<file path="src/hdl/srcs_pkg.sv">
// constants shared by the serial receive control and status block
// Operation
// RL1: asynchronous mode: continuous receive enable at 0 turns the receiver off
// RL2: synchronous mode: continuous enable keeps receiving and overrides single
// RL3: 9-bit address mode: only ninth-bit-set characters are buffered and flagged
// RL4: address detect off: every character is buffered, ninth bit kept
// RL5: 8-bit asynchronous mode ignores the address detect enable
// RL6: framing flag follows the buffered character, updated after buffer reads
// RL7: overrun flag is set on overrun, cleared by clearing continuous enable
// RL8: ninth received bit is readable at control bit 0
// RL9: firmware checks any parity in the ninth bit; hardware only stores it
// RL10: unimplemented control bits read as zero and ignore writes
// RL11: character completing while buffer full flags overrun, halts reception
package srcs_pkg;
  localparam logic [7:0] ADDR_CTRL = 8'h00;
  localparam logic [7:0] ADDR_DATA = 8'h04;
  localparam logic [7:0] ADDR_STAT = 8'h08;
  localparam logic [7:0] ADDR_CFG = 8'h0c;
  localparam int CTRL_CONT_EN = 4;
  localparam int CTRL_ADDR_DET = 3;
  localparam int CTRL_FRAME_ERR = 2;
  localparam int CTRL_OVERRUN = 1;
  localparam int CTRL_NINTH = 0;
  localparam int CFG_SYNC = 0;
  localparam int CFG_NINE_BIT = 1;
  localparam int CFG_SINGLE_EN = 2;
  localparam int CFG_DIV_LSB = 16;
  localparam int STAT_VALID = 0;
  localparam int STAT_FULL = 1;
  localparam logic [15:0] DIV_RESET = 16'h000c;
  localparam int FIFO_DEPTH = 16;
  localparam int WORD_W = 10;
  localparam logic [3:0] OVERSAMPLE_LAST = 4'hf;
  localparam logic [3:0] OVERSAMPLE_MID = 4'h7;
  typedef enum logic [1:0] {
    RX_IDLE = 2'b00,
    RX_START = 2'b01,
    RX_DATA = 2'b10,
    RX_STOP = 2'b11
  } srcs_rx_state_type;
endpackage : srcs_pkg

</file>
<file path="src/hdl/srcs_fifo.sv">
// flip-flop fifo with valid/ready on both sides
`timescale 1ns/1ps
module srcs_fifo #(
  parameter int WIDTH = 10,
  parameter int DEPTH = 16
) (
  input wire logic pclk,
  input wire logic presetn,
  input wire logic in_valid,
  output logic in_ready,
  input wire logic [WIDTH-1:0] in_data,
  output logic out_valid,
  input wire logic out_ready,
  output logic [WIDTH-1:0] out_data
);
  localparam int AW = $clog2(DEPTH);
  localparam int CW = $clog2(DEPTH + 1);
  logic [WIDTH-1:0] mem [DEPTH];
  logic [AW-1:0] wr_ptr, rd_ptr, next_wr_ptr, next_rd_ptr;
  logic [CW-1:0] count, next_count;
  logic push, pop;

  assign in_ready = (count != CW'(DEPTH));
  assign out_valid = (count != '0);
  assign out_data = mem[rd_ptr];
  assign push = in_valid && in_ready;
  assign pop = out_valid && out_ready;

  always_comb begin
    next_wr_ptr = push ? AW'(wr_ptr + 1'b1) : wr_ptr;
    next_rd_ptr = pop ? AW'(rd_ptr + 1'b1) : rd_ptr;
    next_count = count;
    if (push && !pop) begin
      next_count = CW'(count + 1'b1);
    end else if (pop && !push) begin
      next_count = CW'(count - 1'b1);
    end
  end

  always_ff @(posedge pclk or negedge presetn) begin
    if (!presetn) begin
      wr_ptr <= '0;
      rd_ptr <= '0;
      count <= '0;
    end else begin
      wr_ptr <= next_wr_ptr;
      rd_ptr <= next_rd_ptr;
      count <= next_count;
    end
  end

  always_ff @(posedge pclk) begin
    if (push) begin
      mem[wr_ptr] <= in_data;
    end
  end
endmodule : srcs_fifo

</file>
<file path="src/hdl/srcs_rx_shift.sv">
// character assembler for asynchronous and synchronous reception
`timescale 1ns/1ps
module srcs_rx_shift (
  input wire logic pclk,
  input wire logic presetn,
  input wire logic enable,
  input wire logic sync_mode,
  input wire logic nine_bit,
  input wire logic tick,
  input wire logic rx_level,
  input wire logic sclk_rise,
  output logic done,
  output logic [8:0] word,
  output logic frame_err
);
  import srcs_pkg::*;
  srcs_rx_state_type state, next_state;
  logic [3:0] tick_cnt, next_tick_cnt, bit_cnt, next_bit_cnt, nbits;
  logic [8:0] shift, next_shift, next_word, incoming;
  logic next_done, next_frame_err;

  // 8-bit characters sit one place high after shifting in lsb first
  function automatic logic [8:0] align(input logic [8:0] s, input logic nine);
    align = nine ? s : {1'b0, s[8:1]};
  endfunction : align

  always_comb begin
    next_state = state;
    next_tick_cnt = tick_cnt;
    next_bit_cnt = bit_cnt;
    next_shift = shift;
    next_word = word;
    next_frame_err = frame_err;
    next_done = 1'b0;
    nbits = nine_bit ? 4'h9 : 4'h8;
    incoming = {rx_level, shift[8:1]};
    if (!enable) begin
      next_state = RX_IDLE;
      next_bit_cnt = '0;
    end else if (sync_mode) begin
      if (sclk_rise) begin
        next_shift = incoming;
        next_bit_cnt = bit_cnt + 4'h1;
        if (bit_cnt + 4'h1 == nbits) begin
          next_done = 1'b1;
          next_word = align(incoming, nine_bit);
          next_frame_err = 1'b0;
          next_bit_cnt = '0;
        end
      end
    end else begin
      unique case (state)
        RX_IDLE: begin
          next_tick_cnt = '0;
          next_bit_cnt = '0;
          if (!rx_level) begin
            next_state = RX_START;
          end
        end
        RX_START: begin
          if (tick) begin
            next_tick_cnt = tick_cnt + 4'h1;
            if (tick_cnt == OVERSAMPLE_MID) begin
              next_tick_cnt = '0;
              next_state = rx_level ? RX_IDLE : RX_DATA;
            end
          end
        end
        RX_DATA: begin
          if (tick) begin
            next_tick_cnt = tick_cnt + 4'h1;
            if (tick_cnt == OVERSAMPLE_LAST) begin
              next_shift = incoming;
              next_bit_cnt = bit_cnt + 4'h1;
              if (bit_cnt + 4'h1 == nbits) begin
                next_state = RX_STOP;
              end
            end
          end
        end
        RX_STOP: begin
          if (tick) begin
            next_tick_cnt = tick_cnt + 4'h1;
            if (tick_cnt == OVERSAMPLE_LAST) begin
              next_done = 1'b1;
              next_word = align(shift, nine_bit);
              next_frame_err = !rx_level;
              next_state = RX_IDLE;
            end
          end
        end
      endcase
    end
  end

  always_ff @(posedge pclk or negedge presetn) begin
    if (!presetn) begin
      state <= RX_IDLE;
      tick_cnt <= '0;
      bit_cnt <= '0;
      shift <= '0;
      word <= '0;
      frame_err <= 1'b0;
      done <= 1'b0;
    end else begin
      state <= next_state;
      tick_cnt <= next_tick_cnt;
      bit_cnt <= next_bit_cnt;
      shift <= next_shift;
      word <= next_word;
      frame_err <= next_frame_err;
      done <= next_done;
    end
  end
endmodule : srcs_rx_shift

</file>
<file path="src/hdl/srcs_top.sv">
// apb register file, receive control, error flags and buffering
//
// Chosen here: the APB slave port and the placing of the registers.
`timescale 1ns/1ps
module srcs_top (
  input wire logic pclk,
  input wire logic presetn,
  input wire logic [7:0] paddr,
  input wire logic psel,
  input wire logic penable,
  input wire logic pwrite,
  input wire logic [31:0] pwdata,
  output logic [31:0] prdata,
  output logic pready,
  output logic pslverr,
  input wire logic rx_pin,
  input wire logic sclk_pin,
  output logic receive_interrupt_flag
);
  import srcs_pkg::*;

  logic rx_meta, rx_sync, sclk_meta, sclk_sync, sclk_prev;
  logic continuous_receive_enable, next_continuous_receive_enable;
  logic single_receive_enable, next_single_receive_enable;
  logic address_detect_enable, next_address_detect_enable;
  logic nine_bit_receive_select, next_nine_bit_receive_select;
  logic sync_mode, next_sync_mode;
  logic [15:0] divisor, next_divisor, baud_cnt, next_baud_cnt;
  logic overrun_error_flag, next_overrun_error_flag;
  logic framing_error_flag, next_framing_error_flag;
  logic received_ninth_bit, next_received_ninth_bit;
  logic need_load, next_need_load;
  logic [31:0] next_prdata;
  logic next_pslverr;
  logic tick, sclk_rise, rx_enable, char_done, char_framing_error_flag;
  logic [8:0] char_word;
  logic addr_mode, accept, push, overrun_set;
  logic fifo_in_ready, fifo_out_valid, pop, load_head;
  logic [WORD_W-1:0] fifo_out;
  logic setup_rd, acc_wr, acc_rd;

  // pin inputs come from another domain and pass two flops first
  always_ff @(posedge pclk or negedge presetn) begin
    if (!presetn) begin
      rx_meta <= 1'b1;
      rx_sync <= 1'b1;
      sclk_meta <= 1'b0;
      sclk_sync <= 1'b0;
      sclk_prev <= 1'b0;
    end else begin
      rx_meta <= rx_pin;
      rx_sync <= rx_meta;
      sclk_meta <= sclk_pin;
      sclk_sync <= sclk_meta;
      sclk_prev <= sclk_sync;
    end
  end

  assign sclk_rise = sclk_sync && !sclk_prev;
  assign tick = (baud_cnt == '0);
  assign pready = 1'b1;
  assign setup_rd = psel && !penable && !pwrite;
  assign acc_wr = psel && penable && pwrite;
  assign acc_rd = psel && penable && !pwrite;

  // overrun stalls the receiver so no half-lost character follows it
  always_comb begin
    if (!sync_mode) begin
      rx_enable = continuous_receive_enable && !overrun_error_flag; // RL1 RL11
    end else begin
      rx_enable = (continuous_receive_enable || single_receive_enable)
        && !overrun_error_flag; // RL2 RL11
    end
  end

  assign addr_mode = !sync_mode && nine_bit_receive_select
    && address_detect_enable; // RL5
  assign accept = !addr_mode || char_word[8]; // RL3 RL4
  assign push = char_done && accept && fifo_in_ready;
  assign overrun_set = char_done && accept && !fifo_in_ready; // RL11
  assign pop = acc_rd && (paddr == ADDR_DATA) && fifo_out_valid;
  assign load_head = need_load && fifo_out_valid;
  assign receive_interrupt_flag = fifo_out_valid; // RL3

  srcs_rx_shift u_shift (
    .pclk(pclk),
    .presetn(presetn),
    .enable(rx_enable),
    .sync_mode(sync_mode),
    .nine_bit(nine_bit_receive_select),
    .tick(tick),
    .rx_level(rx_sync),
    .sclk_rise(sclk_rise),
    .done(char_done),
    .word(char_word),
    .frame_err(char_framing_error_flag)
  );

  // the error and ninth bit travel with each character
  srcs_fifo #(.WIDTH(WORD_W), .DEPTH(FIFO_DEPTH)) u_fifo (
    .pclk(pclk),
    .presetn(presetn),
    .in_valid(char_done && accept),
    .in_ready(fifo_in_ready),
    .in_data({char_framing_error_flag, char_word}),
    .out_valid(fifo_out_valid),
    .out_ready(pop),
    .out_data(fifo_out)
  );

  always_comb begin
    next_continuous_receive_enable = continuous_receive_enable;
    next_address_detect_enable = address_detect_enable;
    next_single_receive_enable = single_receive_enable;
    next_nine_bit_receive_select = nine_bit_receive_select;
    next_sync_mode = sync_mode;
    next_divisor = divisor;
    next_overrun_error_flag = overrun_error_flag;
    next_framing_error_flag = framing_error_flag;
    next_received_ninth_bit = received_ninth_bit;
    next_need_load = need_load;
    next_prdata = prdata;
    next_pslverr = pslverr;
    next_baud_cnt = tick ? (divisor - 16'h0001) : (baud_cnt - 16'h0001);
    if (divisor == '0) begin
      next_baud_cnt = '0;
    end
    if (acc_wr && paddr == ADDR_CTRL) begin
      // status bits and the unused upper bits take no write
      next_continuous_receive_enable = pwdata[CTRL_CONT_EN]; // RL10
      next_address_detect_enable = pwdata[CTRL_ADDR_DET];
      if (!pwdata[CTRL_CONT_EN]) begin
        next_overrun_error_flag = 1'b0; // RL7
      end
    end
    if (acc_wr && paddr == ADDR_CFG) begin
      next_sync_mode = pwdata[CFG_SYNC];
      next_nine_bit_receive_select = pwdata[CFG_NINE_BIT];
      next_single_receive_enable = pwdata[CFG_SINGLE_EN];
      next_divisor = pwdata[CFG_DIV_LSB +: 16];
    end
    // single receive ends after one character unless continuous holds
    if (sync_mode && char_done && !continuous_receive_enable) begin
      next_single_receive_enable = 1'b0; // RL2
    end
    if (overrun_set && rx_enable) begin
      next_overrun_error_flag = 1'b1; // RL11
    end
    if (pop) begin
      next_need_load = 1'b1;
    end else if (load_head) begin
      next_framing_error_flag = fifo_out[WORD_W-1]; // RL6
      next_received_ninth_bit = fifo_out[8]; // RL8 RL9
      next_need_load = 1'b0;
    end
    if (setup_rd || (psel && !penable)) begin
      next_prdata = '0;
      next_pslverr = 1'b0;
      if (!pwrite) begin
        unique case (paddr)
          ADDR_CTRL: begin
            next_prdata[CTRL_CONT_EN] = continuous_receive_enable;
            next_prdata[CTRL_ADDR_DET] = address_detect_enable;
            next_prdata[CTRL_FRAME_ERR] = framing_error_flag;
            next_prdata[CTRL_OVERRUN] = overrun_error_flag;
            next_prdata[CTRL_NINTH] = received_ninth_bit; // RL8 RL10
          end
          ADDR_DATA: begin
            next_prdata[7:0] = fifo_out[7:0];
          end
          ADDR_STAT: begin
            next_prdata[STAT_VALID] = fifo_out_valid;
            next_prdata[STAT_FULL] = !fifo_in_ready;
          end
          ADDR_CFG: begin
            next_prdata[CFG_SYNC] = sync_mode;
            next_prdata[CFG_NINE_BIT] = nine_bit_receive_select;
            next_prdata[CFG_SINGLE_EN] = single_receive_enable;
            next_prdata[CFG_DIV_LSB +: 16] = divisor;
          end
          default: begin
            next_pslverr = 1'b1;
          end
        endcase
      end else begin
        next_pslverr = !(paddr == ADDR_CTRL || paddr == ADDR_CFG);
      end
    end
  end

  always_ff @(posedge pclk or negedge presetn) begin
    if (!presetn) begin
      continuous_receive_enable <= 1'b0;
      address_detect_enable <= 1'b0;
      single_receive_enable <= 1'b0;
      nine_bit_receive_select <= 1'b0;
      sync_mode <= 1'b0;
      divisor <= DIV_RESET;
      baud_cnt <= '0;
      overrun_error_flag <= 1'b0;
      framing_error_flag <= 1'b0;
      received_ninth_bit <= 1'b0;
      need_load <= 1'b1;
      prdata <= '0;
      pslverr <= 1'b0;
    end else begin
      continuous_receive_enable <= next_continuous_receive_enable;
      address_detect_enable <= next_address_detect_enable;
      single_receive_enable <= next_single_receive_enable;
      nine_bit_receive_select <= next_nine_bit_receive_select;
      sync_mode <= next_sync_mode;
      divisor <= next_divisor;
      baud_cnt <= next_baud_cnt;
      overrun_error_flag <= next_overrun_error_flag;
      framing_error_flag <= next_framing_error_flag;
      received_ninth_bit <= next_received_ninth_bit;
      need_load <= next_need_load;
      prdata <= next_prdata;
      pslverr <= next_pslverr;
    end
  end
endmodule : srcs_top

</file>
<file path="config.mk">
export PLATFORM = sky130hd
export DESIGN_NAME = srcs_top
export DESIGN_NICKNAME = d
export VERILOG_FILES = /design/src/hdl/srcs_pkg.sv /design/src/hdl/srcs_fifo.sv /design/src/hdl/srcs_rx_shift.sv /design/src/hdl/srcs_top.sv
export SDC_FILE = /design/constraint.sdc
export NUM_CORES = 1
export LEC_CHECK = 0
export BUFFER_PORTS_ARGS = -buffer_cell sky130_fd_sc_hd__clkbuf_2
export CAP_MARGIN = 20
export CORE_UTILIZATION = 35
export CTS_CLUSTER_SIZE = 10
export DETAILED_ROUTE_END_ITERATION = 16
export PLACE_DENSITY = 0.63
export SYNTH_ARGS = -nofsm -noshare
export SYNTH_HDL_FRONTEND = slang
export SYNTH_HIERARCHICAL = 1
export SYNTH_SLANG_ARGS = --single-unit
export TNS_END_PERCENT = 50
</file>
<file path="constraint.sdc">
create_clock -name pclk -period 6 [get_ports pclk]
set_input_delay 0.6 -clock pclk [delete_from_list [all_inputs] [get_ports pclk]]
set_output_delay 0.6 -clock pclk [all_outputs]
set_load 0.02 [all_outputs]
</file>
== Word level (Yosys, flattened, before mapping) ==
Memories as Yosys holds them, arrays and structs flattened.
Index checks and enable logic that the tools add are counted.
Word-level totals
  register bits after elaboration: 114
  RAM bits: 160
  bits of input ports: 47
  output and inout bits: 35
  memories kept: 1
Cells by class
  add/subtract/negate cells: 8
  equal/unequal tests: 28
  mux-type cells: 73
  bitwise logic cells: 2
  reduce and logical (&&, ||, !) cells: 62
Memory list
  u_fifo.mem: words 16, bits a word 10, read ports 1, clocked after memory_dff 0, write ports 1, line srcs_fifo.sv:18  | logic [WIDTH-1:0] mem [DEPTH];
Operators by type and width (count)
  9-bit 2-to-1 mux: 13
  16-bit 2-to-1 mux: 4
  4-bit 2-to-1 mux: 9
  16-bit zero test: 2
  16-bit by 1-bit subtractor with 16-bit output, second input constant: 2
  1-bit 2-to-1 mux: 26
  1-bit logical AND: 24
  2-bit 2-to-1 mux: 11
  4-bit by 1-bit adder with 4-bit output, second input constant: 4
  8-bit by 4-bit == test with 1-bit output, second input constant: 2
  2-bit case mux with 4 select lines: 2
  2-bit nonzero test: 8
  3-bit != test, second input constant: 5
  1-bit zero test: 12
  3-bit by 2-bit != test with 1-bit output, second input constant: 4
  4-bit case mux with 3 select lines: 1
  5-bit 2-to-1 mux: 2
  9-bit AND reduction: 1
  8-bit by 3-bit == test with 1-bit output, second input constant: 1
  8-bit zero test: 1
  8-bit 2-to-1 mux: 1
  2-bit by 1-bit != test with 1-bit output, second input constant: 4
  4-bit case mux with 2 select lines: 1
  4-bit AND reduction: 2
  24 further kinds: 31

== Longest topological paths before layout ==
Gate-level depths: netlist of run 1.
  word-level depth: 11
  depth in mapped cells: 13
  gate-level depth less buffers: 13

== By module ==
Netlist of run 1, hierarchy kept.
By module, submodules not included
  srcs_fifo: instances 1, cells each 373, area an instance 6936.7 um^2, sequential area each 5129.9 um^2
  srcs_top: instances 1, cells each 300, area an instance 3395.8 um^2, sequential area each 1783.0 um^2
  srcs_rx_shift: instances 1, cells each 154, area an instance 1631.6 um^2, sequential area each 750.7 um^2

== Least setup slack after synthesis of run 1 ==
No wires, ideal clock.
  path type: flip-flop to flip-flop
  from: register u_fifo.count[1]
  to: register u_fifo.count[4]
  setup time: 0.080 ns
  arrival: 2.873 ns
  setup slack: 3.048 ns
  stages on the path, launching flop included: 14
  cell sequence: dfrtp_1 nor4_2 nand2b_1 nand3b_1 or3_1 inv_1 nand2_2 ha_1 inv_1 fa_1 a21o_1 a21oi_1 mux2i_1 xnor2_1
On the way
  word-level cells in the longest chain between the ends: 6
  elaborated cells on any way between the ends: 14
  those cells by class: 2 x add/sub; 1 x eq/ne; 2 x mux; 9 x reduce/logical
Ends and longest elaborated chain
  start: declaration: line srcs_fifo.sv:20  | logic [CW-1:0] count, next_count;
  start signal: assignment: line srcs_fifo.sv:48  | count <= next_count;
  5-bit nonzero test (*): line srcs_fifo.sv:24  | assign out_valid = (count != '0);
  via receive_interrupt_flag: line srcs_top.sv:18  | output logic receive_interrupt_flag
  1-bit logical AND: line srcs_top.sv:81  | assign pop = acc_rd && (paddr == ADDR_DATA) && fifo_out_valid;
  1-bit logical AND (*): line srcs_fifo.sv:27  | assign pop = out_valid && out_ready;
  1-bit zero test: line srcs_fifo.sv:33  | if (push && !pop) begin
  1-bit logical AND: line srcs_fifo.sv:33
  5-bit 2-to-1 mux / 2-bit nonzero test (equally long branches)
The timed path passes the listed nets; every way through them passes the cells marked *. The select of a mux whose other input is x is not followed.
A chain may end at the register's enable or synchronous reset.

== Worst setup path after layout of run 1 ==
  from: register u_fifo.count[1]
  to: register u_fifo.count[4]
On the way
  word-level cells in the longest chain between the ends: 6
  elaborated cells on any way between the ends: 14
  those cells by class: 2 x add/sub; 1 x eq/ne; 2 x mux; 9 x reduce/logical
Ends and longest elaborated chain
  parallel branches: the longest is 6 deep, another holds 5-bit by 1-bit subtractor with 5-bit output
Parallel ways; which one is timed is not known. The select of a mux whose other input is x is not followed.

==> flow_summary.ini, run 1 <==
[timing]
layout_setup_ws_ns = 2.88
fin_crit_ns = 3.12
setup_viol = 0
tightest_slew_ns = 1.07
tns_ns = 0
slew_violations = 0
min_period_over_period_pct = 51.9
final.setup_skew_ns = 0.0224
max_freq_mhz = 321
max_slew_margin_pct = 28.3
rsz0062_at_grt = false
hold_viol_final = 0

[synth]
netlist.top_cell.by_area = edfxtp_1
netlist_instances = 827
ys_warn_count = 6
synth-async-reset-ratio_pct = 41.6
synth_commonest_cells = edfxtp_1 (160), dfrtp_1 (109), mux2i_1 (60)
synth.area.top_cells = edfxtp_1 (40%), dfrtp_1 (23%), mux2i_1 (5.0%), mux2_2 (4.0%), mux4_2 (3.8%)
ys_dominant_reg_cell = edfxtp_1
synth_seq_area_share_pct = 64.1
syn-cell-area_um2 = 12000
synth_edf_count = 160
synth_most_common_cell = edfxtp_1
avgSynthCellArea_um2 = 14.5
synthDistinctLibCells = 76
netlist.area_leader.share_pct = 40.2
synth-seq-cells = 274

[die]
num_io_pins = 82
die_w_um = 187
start_util_pct = 35.6
die_area_um2 = 34900
die_y_um = 187
row_count = 67
core_um2 = 33600

[critical_path]
critPathMaxFanout = 8
end_kind = register
r2r_slack_ns = 2.88
crit_required_ns = 6.42
arrival_ns = 3.54
path_class = reg -> reg
rr_startpoint = u_fifo/count[1]$_DFFE_PN0P_
rr_worst_depth = 13
crit_path_start_kind = register
r2r-end = u_fifo/count[4]$_DFFE_PN0P_

[clocking]
clkSinkCount = 274
numCtsBuffers = 34
htreeDepth = 2
insertion_delay_ns = 0.50
clock_path_buffers = 3
ctsHoldBuffers = 0
cts_root_buffer = clkbuf_16
tritoncts = done
cts_resized = 0
post_cts_buffers = 0
clk_pin_slew_ns = 0.05

[layout]
n_antenna_cell = 0
final_area_um2 = 13700
layout.nets = 959
drive_gt1_share_pct = 22.7
area_growth_syn_to_layout_pct = 14.4
final_util_pct = 40.7

[grt]
grt_overflow = 0
grt_pass1_vias = 7178
grt_use_total_pct = 14.8
grt_pass1_wl_um = 40600
antenna_found_initial = 1
grt_max_degree = 71

[drt]
drt_first_iter_violations = 568
ant_nets = 0
vias = 7138
wire_per_inst_um = 18.6
first_pass_iters = 4
via_per_inst = 5.22
drc = 0
drt-total-wl_um = 25500

[placement]
pre_cts_ws_ns = 2.72
postPlaceCellArea_um2 = 12700
gp_congestion = 0.776
io_buffer_count = 61
dp_hpwl_um = 16500

[worst_hold_path]
worstHoldPathType = in -> reg
worstHoldPathCells = 1
hp-start = rx_pin
hold_end = rx_meta$_DFF_PN1_

[power]
p_per_area_nw_per_um2 = 322
leakagePower_nw = 4.88
peakVddDrop_uv = 191

[status]
status = completed

[flow_run]
max-cap-violations = 0
## registers in the layout, indices dropped and copies added (netlist names), 2 cells and up
name	flops
u_shift/shift	9
u_fifo/mem	160
u_fifo/wr_ptr	4
u_shift/tick_cnt	4
u_shift/state	2
divisor	16
u_fifo/rd_ptr	4
u_fifo/count	5
prdata	24
u_shift/word	9
u_shift/bit_cnt	4
baud_cnt	16
## report_power, final
part	internal, mW	switching [mW]
clock network	1.09	0.729
registers	2.01	0.0461
logic	0.209	0.320
total	3.31	1.09
## placed cells by master (no fill, tap or decap), drive strengths merged, types with 4 or more instances in the layout
cell type / instances
a21o: 7
a21oi: 29
a221oi: 20
a22o: 19
a22oi: 10
a31oi: 5
and2: 4
and3: 4
buf: 12
clkbuf: 113
clkinv: 4
conb: 9
dfrtp: 109
dfstp: 5
edfxtp: 160
ha: 12
inv: 13
mux2: 43
mux2i: 60
mux4: 20
nand2: 46
nand2b: 6
nand3: 7
nand4: 6
nor2: 40
nor2b: 6
nor3: 22
nor4: 9
o211ai: 7
o21a: 7
o21ai: 36
o22ai: 4
or2: 7
or3: 7
or4: 6
xnor2: 13
xor2: 4
## how the worst max path moves through the flow
| stage | slack (ns) | depth (start not counted) | from | endpoint |
|---|---|---|---|---|
| 4_1_cts | 2.87 | 13 | u_fifo/count[1]$_DFFE_PN0P_ | u_fifo/count[4]$_DFFE_PN0P_ |
| 6_report | 2.88 | 13 | u_fifo/count[1]$_DFFE_PN0P_ | u_fifo/count[4]$_DFFE_PN0P_ |
| 5_1_grt | 2.65 | 13 | u_fifo/count[1]$_DFFE_PN0P_ | u_fifo/count[4]$_DFFE_PN0P_ |
| 3_5_place_dp | 2.72 | 13 | paddr[5] | u_fifo/count[4]$_DFFE_PN0P_ |
| 2_1_floorplan | 3.05 | 13 | u_fifo/count[1]$_DFFE_PN0P_ | u_fifo/count[4]$_DFFE_PN0P_ |
| 3_3_place_gp | 2.69 | 13 | paddr[5] | u_fifo/count[4]$_DFFE_PN0P_ |
## metal layers
metal  part of all wire [%]  global-route usage, %  wire length, µm  up-vias
li1                       -                      -                -     3330
met5                  0.047                      0               12        -
met3                    3.8                   2.14              980       48
met2                     48                   23.8            12100      133
met1                     46                   20.5            11700     3625
met4                    2.6                   4.85              656        2
## kinds of logic after synthesis
| logic type | share of synthesized area [%] |
|---|---|
| xor+xnor | 1.24 |
| fa+ha+maj | 1.42 |
| other cells | 0.0628 |
| simple gates | 8.07 |
| buf+inv | 2.51 |
| mux | 12.8 |
| compound gates | 9.80 |
| flops | 64.1 |
## critical path: stages (launching register included)
cell and delay (ns):
dfrtp_1 0.43, nor4_2 0.41, nand2b_1 0.27, nand3b_1 0.15, or3_1 0.15, inv_1 0.08, nand2_2 0.09, ha_1 0.17
inv_1 0.10, fa_1 0.42, a21o_1 0.19, a21oi_1 0.19, mux2i_1 0.25, xnor2_1 0.14
## final cells by class
class	count	area, µm²
Timing Repair Buffer	72	398
Multi-Input combinational cell	504	4030
Fill cell	3063	19900
Tap cell	448	561
Sequential cell	274	7670
Clock inverter	4	22.5
Clock buffer	53	953
Inverter	13	48.8
## metrics by stage
stage / std cells / total power, mW / hold WS (ns)
2_1_floorplan: 834 / 2.51 / 0.304
3_5_place_dp: 1309 / 2.62 / 0.347
3_3_place_gp: 1309 / 2.61 / 0.335
4_1_cts: 1366 / 4.44 / 0.171
5_1_grt: 1368 / 4.58 / 0.179
6_report: 1368 / 4.40 / 0.190
Power figures use the tool's default switching activity.
==> run 2: changes to the inputs <==
==> constraint.sdc (replaced) <==
create_clock -name pclk -period 3.26 [get_ports pclk]
set_input_delay 0.326 -clock pclk [delete_from_list [all_inputs] [get_ports pclk]]
set_output_delay 0.326 -clock pclk [all_outputs]
set_load 0.02 [all_outputs]
==> flow_summary.ini, run 2 (synthesized netlist as in run 1, its figures left out) <==
[status]
status = completed

[power]
swShare_pct = 24.7
peakVddDrop_uv = 358
leakagePower_nw = 5.06
clockPowerShare_pct = 40.9
p_int_mw = 6.14
power_frac_seq_pct = 46.5
p_per_area_nw_per_um2 = 584
power.switching_mw = 2.02
pwr-share-comb_pct = 12.6

[critical_path]
r2r-end = u_fifo/count[4]$_DFFE_PN0P_
crit_path_start_kind = register
worstPathCellList = nor4_2, nand2b_1, nand3b_1, or3_1, inv_1, nand2_2, ha_1, inv_1, fa_1, a21o_1, a21oi_1, mux2i_1, xnor2_1
rr_worst_depth = 13
arrival_ns = 3.34
r2r_slack_ns = 0.34
rr_startpoint = u_fifo/count[1]$_DFFE_PN0P_
crit_path_frequent_cell = inv_1
cp_top_family = simple AND/OR/NAND/NOR gates
cp_num_buf_inv = 2
path_class = reg -> reg
end_kind = register
critPathMaxFanout = 5
slowest_stage = nor4_2
crit_required_ns = 3.68
critPathMaxStageDelay_ns = 0.43

[clocking]
clk_pin_slew_ns = 0.05
cts_root_buffer = clkbuf_16
tritoncts = done
post_cts_buffers = 0
numCtsBuffers = 34
clock_path_buffers = 3
clkSinkCount = 274
insertion_delay_ns = 0.51
htreeDepth = 2

[die]
core_um2 = 33600
die_y_um = 187
num_io_pins = 82
die_w_um = 187
start_util_pct = 35.6
row_count = 67
die_area_um2 = 34900

[drt]
wire_per_inst_um = 18.9
drc = 0
vias = 7301
drt_first_iter_violations = 484
first_pass_iters = 6
via_per_inst = 5.20
ant_nets = 0
drt-total-wl_um = 26500

[layout]
final_cell_mix = edfxtp_1 (160), dfrtp_1 (108), mux2i_1 (60), clkbuf_2 (60), nand2_1 (45)
area_growth_syn_to_layout_pct = 16.7
largest-register = u_fifo/mem
drive_gt1_share_pct = 24.9
fillers = 3108
layout_commonest_cell = edfxtp_1
layout.nets = 993
largestRegisters = u_fifo/mem: 160 flops, prdata: 24 flops
instances_no_fill = 1403
largest_reg_flops = 160

[timing]
fin_crit_ns = 2.92
final.setup_skew_ns = 0.0199
max_freq_mhz = 342
tns_ns = 0
layout_setup_ws_ns = 0.340
hold_viol_final = 0
rsz0062_at_grt = false
tightest_slew_ns = 1.08
min_period_over_period_pct = 89.6
slew_violations = 0
setup_viol = 0
max_slew_margin_pct = 28.0

[flow_run]
max-cap-violations = 0

[worst_hold_path]
worstHoldPathCells = 2
hp-start = pwdata[1]
hold_end = nine_bit_receive_select$_DFFE_PN0P_
worstHoldPathType = in -> reg

[placement]
pre_cts_ws_ns = 0.343
dp_hpwl_um = 17400
io_buffer_count = 61
place_inst = 1342
gp_congestion = 0.785

[grt]
gr-usage-met1_pct = 21.0
grt_overflow = 0
grt_pass1_vias = 7389
antenna_found_initial = 0
grt_pass1_wl_um = 42500
grt_use_total_pct = 15.4
use_met2_pct = 25.3
top_usage_layer = met2
use_met3_pct = 2.40
grt_max_degree = 54
run 2: cell types whose count changed in the layout (fill, tap and decap cells not counted), sizes merged:
cell / before / now
clkinv: 4 / 3
buf: 12 / 43
diode: 0 / 1
clkbuf: 113 / 114
dlygate4sd3: 0 / 3
run 2: area by class of cell:
| cell class | instances | area [µm²] | share of cell area, % |
|---|---|---|---|
| diodes | 1 | 2.50 | 0.0179 |
| clock buffers | 54 | 957 | 6.86 |
| clock inverters | 3 | 17.5 | 0.125 |
| inverters | 13 | 48.8 | 0.350 |
| multi-input cells | 504 | 4030 | 28.8 |
| flip-flops and latches | 274 | 7670 | 54.9 |
| well taps | 448 | 561 | 4.02 |
| repair buffers | 106 | 678 | 4.86 |
run 2: through the flow:
step                power [mW]  instance area, µm²  utilization [%]  hold WS (ns)
floorplan                 4.61               12000                -        0.0304
global placement          4.86               13000             38.5         0.296
detailed placement        4.87               13000             38.5         0.299
CTS                       8.23               14000             41.5        0.0308
global route              8.49               14000             41.5        0.0462
finish                    8.16               14000             41.5        0.0404
run 2: worst register-to-register path, delay by kind of cell (launching register included):
kind                     cells  cell delay, ns
multiplexers                 1            0.24
AO/OA/AOI/OAI                2            0.38
AND/OR/NAND/NOR              5            0.89
XOR/XNOR                     1            0.13
flip-flops                   1            0.42
adder cells (fa/ha/maj)      2            0.59
buffers and inverters        2            0.18
run 2: worst max path at each step:
| stage | from | endpoint | slack [ns] | cells past startpoint |
|---|---|---|---|---|
| floorplan | u_fifo/count[1]$_DFFE_PN0P_ | u_fifo/count[4]$_DFFE_PN0P_ | 0.31 | 13 |
| global placement | paddr[5] | u_fifo/count[4]$_DFFE_PN0P_ | 0.38 | 13 |
| detailed placement | u_fifo/count[1]$_DFFE_PN0P_ | u_fifo/count[4]$_DFFE_PN0P_ | 0.34 | 13 |
| CTS | u_fifo/count[1]$_DFFE_PN0P_ | u_fifo/count[4]$_DFFE_PN0P_ | 0.32 | 13 |
| global route | u_fifo/count[1]$_DFFE_PN0P_ | u_fifo/count[4]$_DFFE_PN0P_ | 0.06 | 13 |
| finish | u_fifo/count[1]$_DFFE_PN0P_ | u_fifo/count[4]$_DFFE_PN0P_ | 0.34 | 13 |
run 2: per-layer routing:
| metal | wire length, µm | vias to the layer above |
|---|---|---|
| li1 | - | 3390 |
| met5 | 0 | - |
| met3 | 1050 | 43 |
| met4 | 603 | 0 |
| met2 | 12900 | 147 |
| met1 | 12000 | 3721 |
run 2: what timing repair did:
item / in CTS / in global routing
hold buffers: 3 / 0
hold endpoints to repair: 28 / 0
gates resized for setup: 0 / 0
run 2: power groups by stage:
stage	combinational (mW)	clock (mW)	sequential, mW
2_1_floorplan	0.777	0	3.84
4_1_cts	1.03	3.41	3.79
6_report	1.03	3.34	3.79
3_5_place_dp	1.02	0	3.86
5_1_grt	1.15	3.54	3.80
3_3_place_gp	1.00	0	3.85
==> run 3: changes to the inputs <==
--- a/config.mk
+++ b/config.mk
@@ -11,6 +11,7 @@
 export CTS_CLUSTER_SIZE = 10
 export DETAILED_ROUTE_END_ITERATION = 16
 export PLACE_DENSITY = 0.63
+export REMOVE_ABC_BUFFERS = 1
 export SYNTH_ARGS = -nofsm -noshare
 export SYNTH_HDL_FRONTEND = slang
 export SYNTH_HIERARCHICAL = 1
==> flow_summary.ini, run 3 (synthesized netlist as in run 1, its figures left out) <==
[status]
status = completed

[grt]
grt_use_total_pct = 14.8
grt_pass1_vias = 7267
grt_overflow = 0
grt_max_degree = 68
grt_pass1_wl_um = 41100
antenna_found_initial = 0

[timing]
rsz0062_at_grt = false
tightest_slew_ns = 0.907
setup_viol = 0
final.setup_skew_ns = 0.0224
max_freq_mhz = 340
fin_crit_ns = 2.94
layout_setup_ws_ns = 0.322
hold_viol_final = 0
min_period_over_period_pct = 90.1
slew_violations = 0
max_slew_margin_pct = 39.6

[layout]
area_growth_syn_to_layout_pct = 17.4
drive_gt1_share_pct = 24.0
final_util_pct = 41.8
largest_reg_flops = 160
largest-register = u_fifo/mem
final_cell_mix = edfxtp_1 (160), dfrtp_1 (108), mux2i_1 (60), clkbuf_2 (60), nand2_1 (45)
fillers = 3056
layout.nets = 1003
final_area_um2 = 14000
layout_commonest_cell = edfxtp_1
n_antenna_cell = 0
instances_no_fill = 1416
largestRegisters = u_fifo/mem: 160 flops, prdata: 24 flops

[clocking]
clk_pin_slew_ns = 0.06
tritoncts = done
clkSinkCount = 274
numCtsBuffers = 31
clock_path_buffers = 3
cts_root_buffer = clkbuf_16
htreeDepth = 1
insertion_delay_ns = 0.57

[placement]
postPlaceCellArea_um2 = 13000
gp_congestion = 0.793
io_buffer_count = 61
pre_cts_ws_ns = 0.300
place_inst = 1341
dp_hpwl_um = 17100

[die]
core_um2 = 33600
start_util_pct = 35.6
row_count = 67
die_area_um2 = 34900
die_w_um = 187
num_io_pins = 82
die_y_um = 187

[drt]
wire_per_inst_um = 18.0
ant_nets = 0
via_per_inst = 5.13
first_pass_iters = 5
drt_first_iter_violations = 490
vias = 7258
drt-total-wl_um = 25500
drc = 0

[critical_path]
worstPathCellList = nor4_4, nand2b_1, nand3b_1, or3_1, inv_1, nand2_2, ha_1, inv_1, fa_1, a21o_1, a21oi_1, mux2i_1, xnor2_1
crit_path_start_kind = register
crit_required_ns = 3.75
critPathMaxFanout = 5
critPathMaxStageDelay_ns = 0.46
path_class = reg -> reg
crit_path_frequent_cell = inv_1
end_kind = register
arrival_ns = 3.43
slowest_stage = dfrtp_1

[power]
peakVddDrop_uv = 397
leakagePower_nw = 5.08
p_per_area_nw_per_um2 = 564

[worst_hold_path]
worstHoldPathType = in -> reg

[flow_run]
max-cap-violations = 0
## run 3: cell types whose count changed in the layout (fill, tap and decap cells not counted), moves of 2 or more
| cell | change |
|---|---|
| clkbuf_16 | -4 |
| buf_12 | +2 |
| clkbuf_1 | +7 |
| buf_4 | -3 |
| dlygate4sd3_1 | +14 |
## run 3: repair_timing
action / in CTS / in global routing
hold buffers: 17 / 0
resized for setup: 0 / 1
setup buffers: 0 / 0
endpoints found under the setup margin: 0 / 1
endpoints found under the hold margin: 60 / 0
## run 3: per-layer routing
metal | vias up | share of wire [%] | track usage, %
met5 | - | 0 | 0
met4 | 0 | 1.9 | 3.44
met3 | 40 | 3.1 | 2.03
met2 | 115 | 48 | 24.1
met1 | 3674 | 47 | 21.0
li1 | 3429 | - | -
## run 3: layout make-up
cell class,count,area (µm²),area share [%]
Clock buffer,56,870,6.19
Clock inverter,2,25.0,0.178
Inverter,13,48.8,0.348
Multi-Input combinational cell,504,4040,28.7
Sequential cell,274,7670,54.6
Tap cell,448,561,3.99
Timing Repair Buffer,119,836,5.95
## run 3: metrics by stage
| step | setup TNS, ns | hold slack, ns | power [mW] |
|---|---|---|---|
| finish | 0 | 0.0150 | 7.93 |
| global route | 0 | 0.00902 | 8.27 |
| CTS | 0 | 0.00194 | 7.99 |
| detailed placement | 0 | 0.341 | 4.87 |
| global placement | 0 | 0.338 | 4.85 |
| floorplan | -2.32 | 0.0304 | 4.57 |
## run 3: path summary, 6_finish.rpt
path | slack (ns) | cells past startpoint | startpoint | endpoint
max in group asynchronous | 2.07 | 3 | presetn | rx_meta$_DFF_PN1_
min in group asynchronous | 0.36 | 2 | presetn | u_fifo/rd_ptr[1]$_DFFE_PN0P_
max reg2reg | 0.32 | 13 | u_fifo/count[0]$_DFFE_PN0P_ | u_fifo/count[4]$_DFFE_PN0P_
max | 0.32 | 13 | u_fifo/count[0]$_DFFE_PN0P_ | u_fifo/count[4]$_DFFE_PN0P_
min | 0.01 | 2 | pwdata[22] | divisor[6]$_DFFE_PN0P_
min reg2reg | 0.35 | 0 | sclk_meta$_DFF_PN0_ | sclk_sync$_DFF_PN0_
## run 3: power by group
part	total (mW)	internal [mW]	switching, mW
Combinational	1.04	0.433	0.610
Sequential	3.79	3.70	0.0831
Clock	3.09	1.79	1.31
## run 3: worst max-delay path, delay by kind of cell (launching register included)
| family | cells | cell delay, ns |
|---|---|---|
| AOI/OAI and AO/OA | 2 | 0.38 |
| DFF | 1 | 0.46 |
| adders and majority gates | 2 | 0.60 |
| and+or+nand+nor | 5 | 0.84 |
| buffers and inverters | 2 | 0.21 |
| xor gates and xnor gates | 1 | 0.13 |
| muxes | 1 | 0.24 |
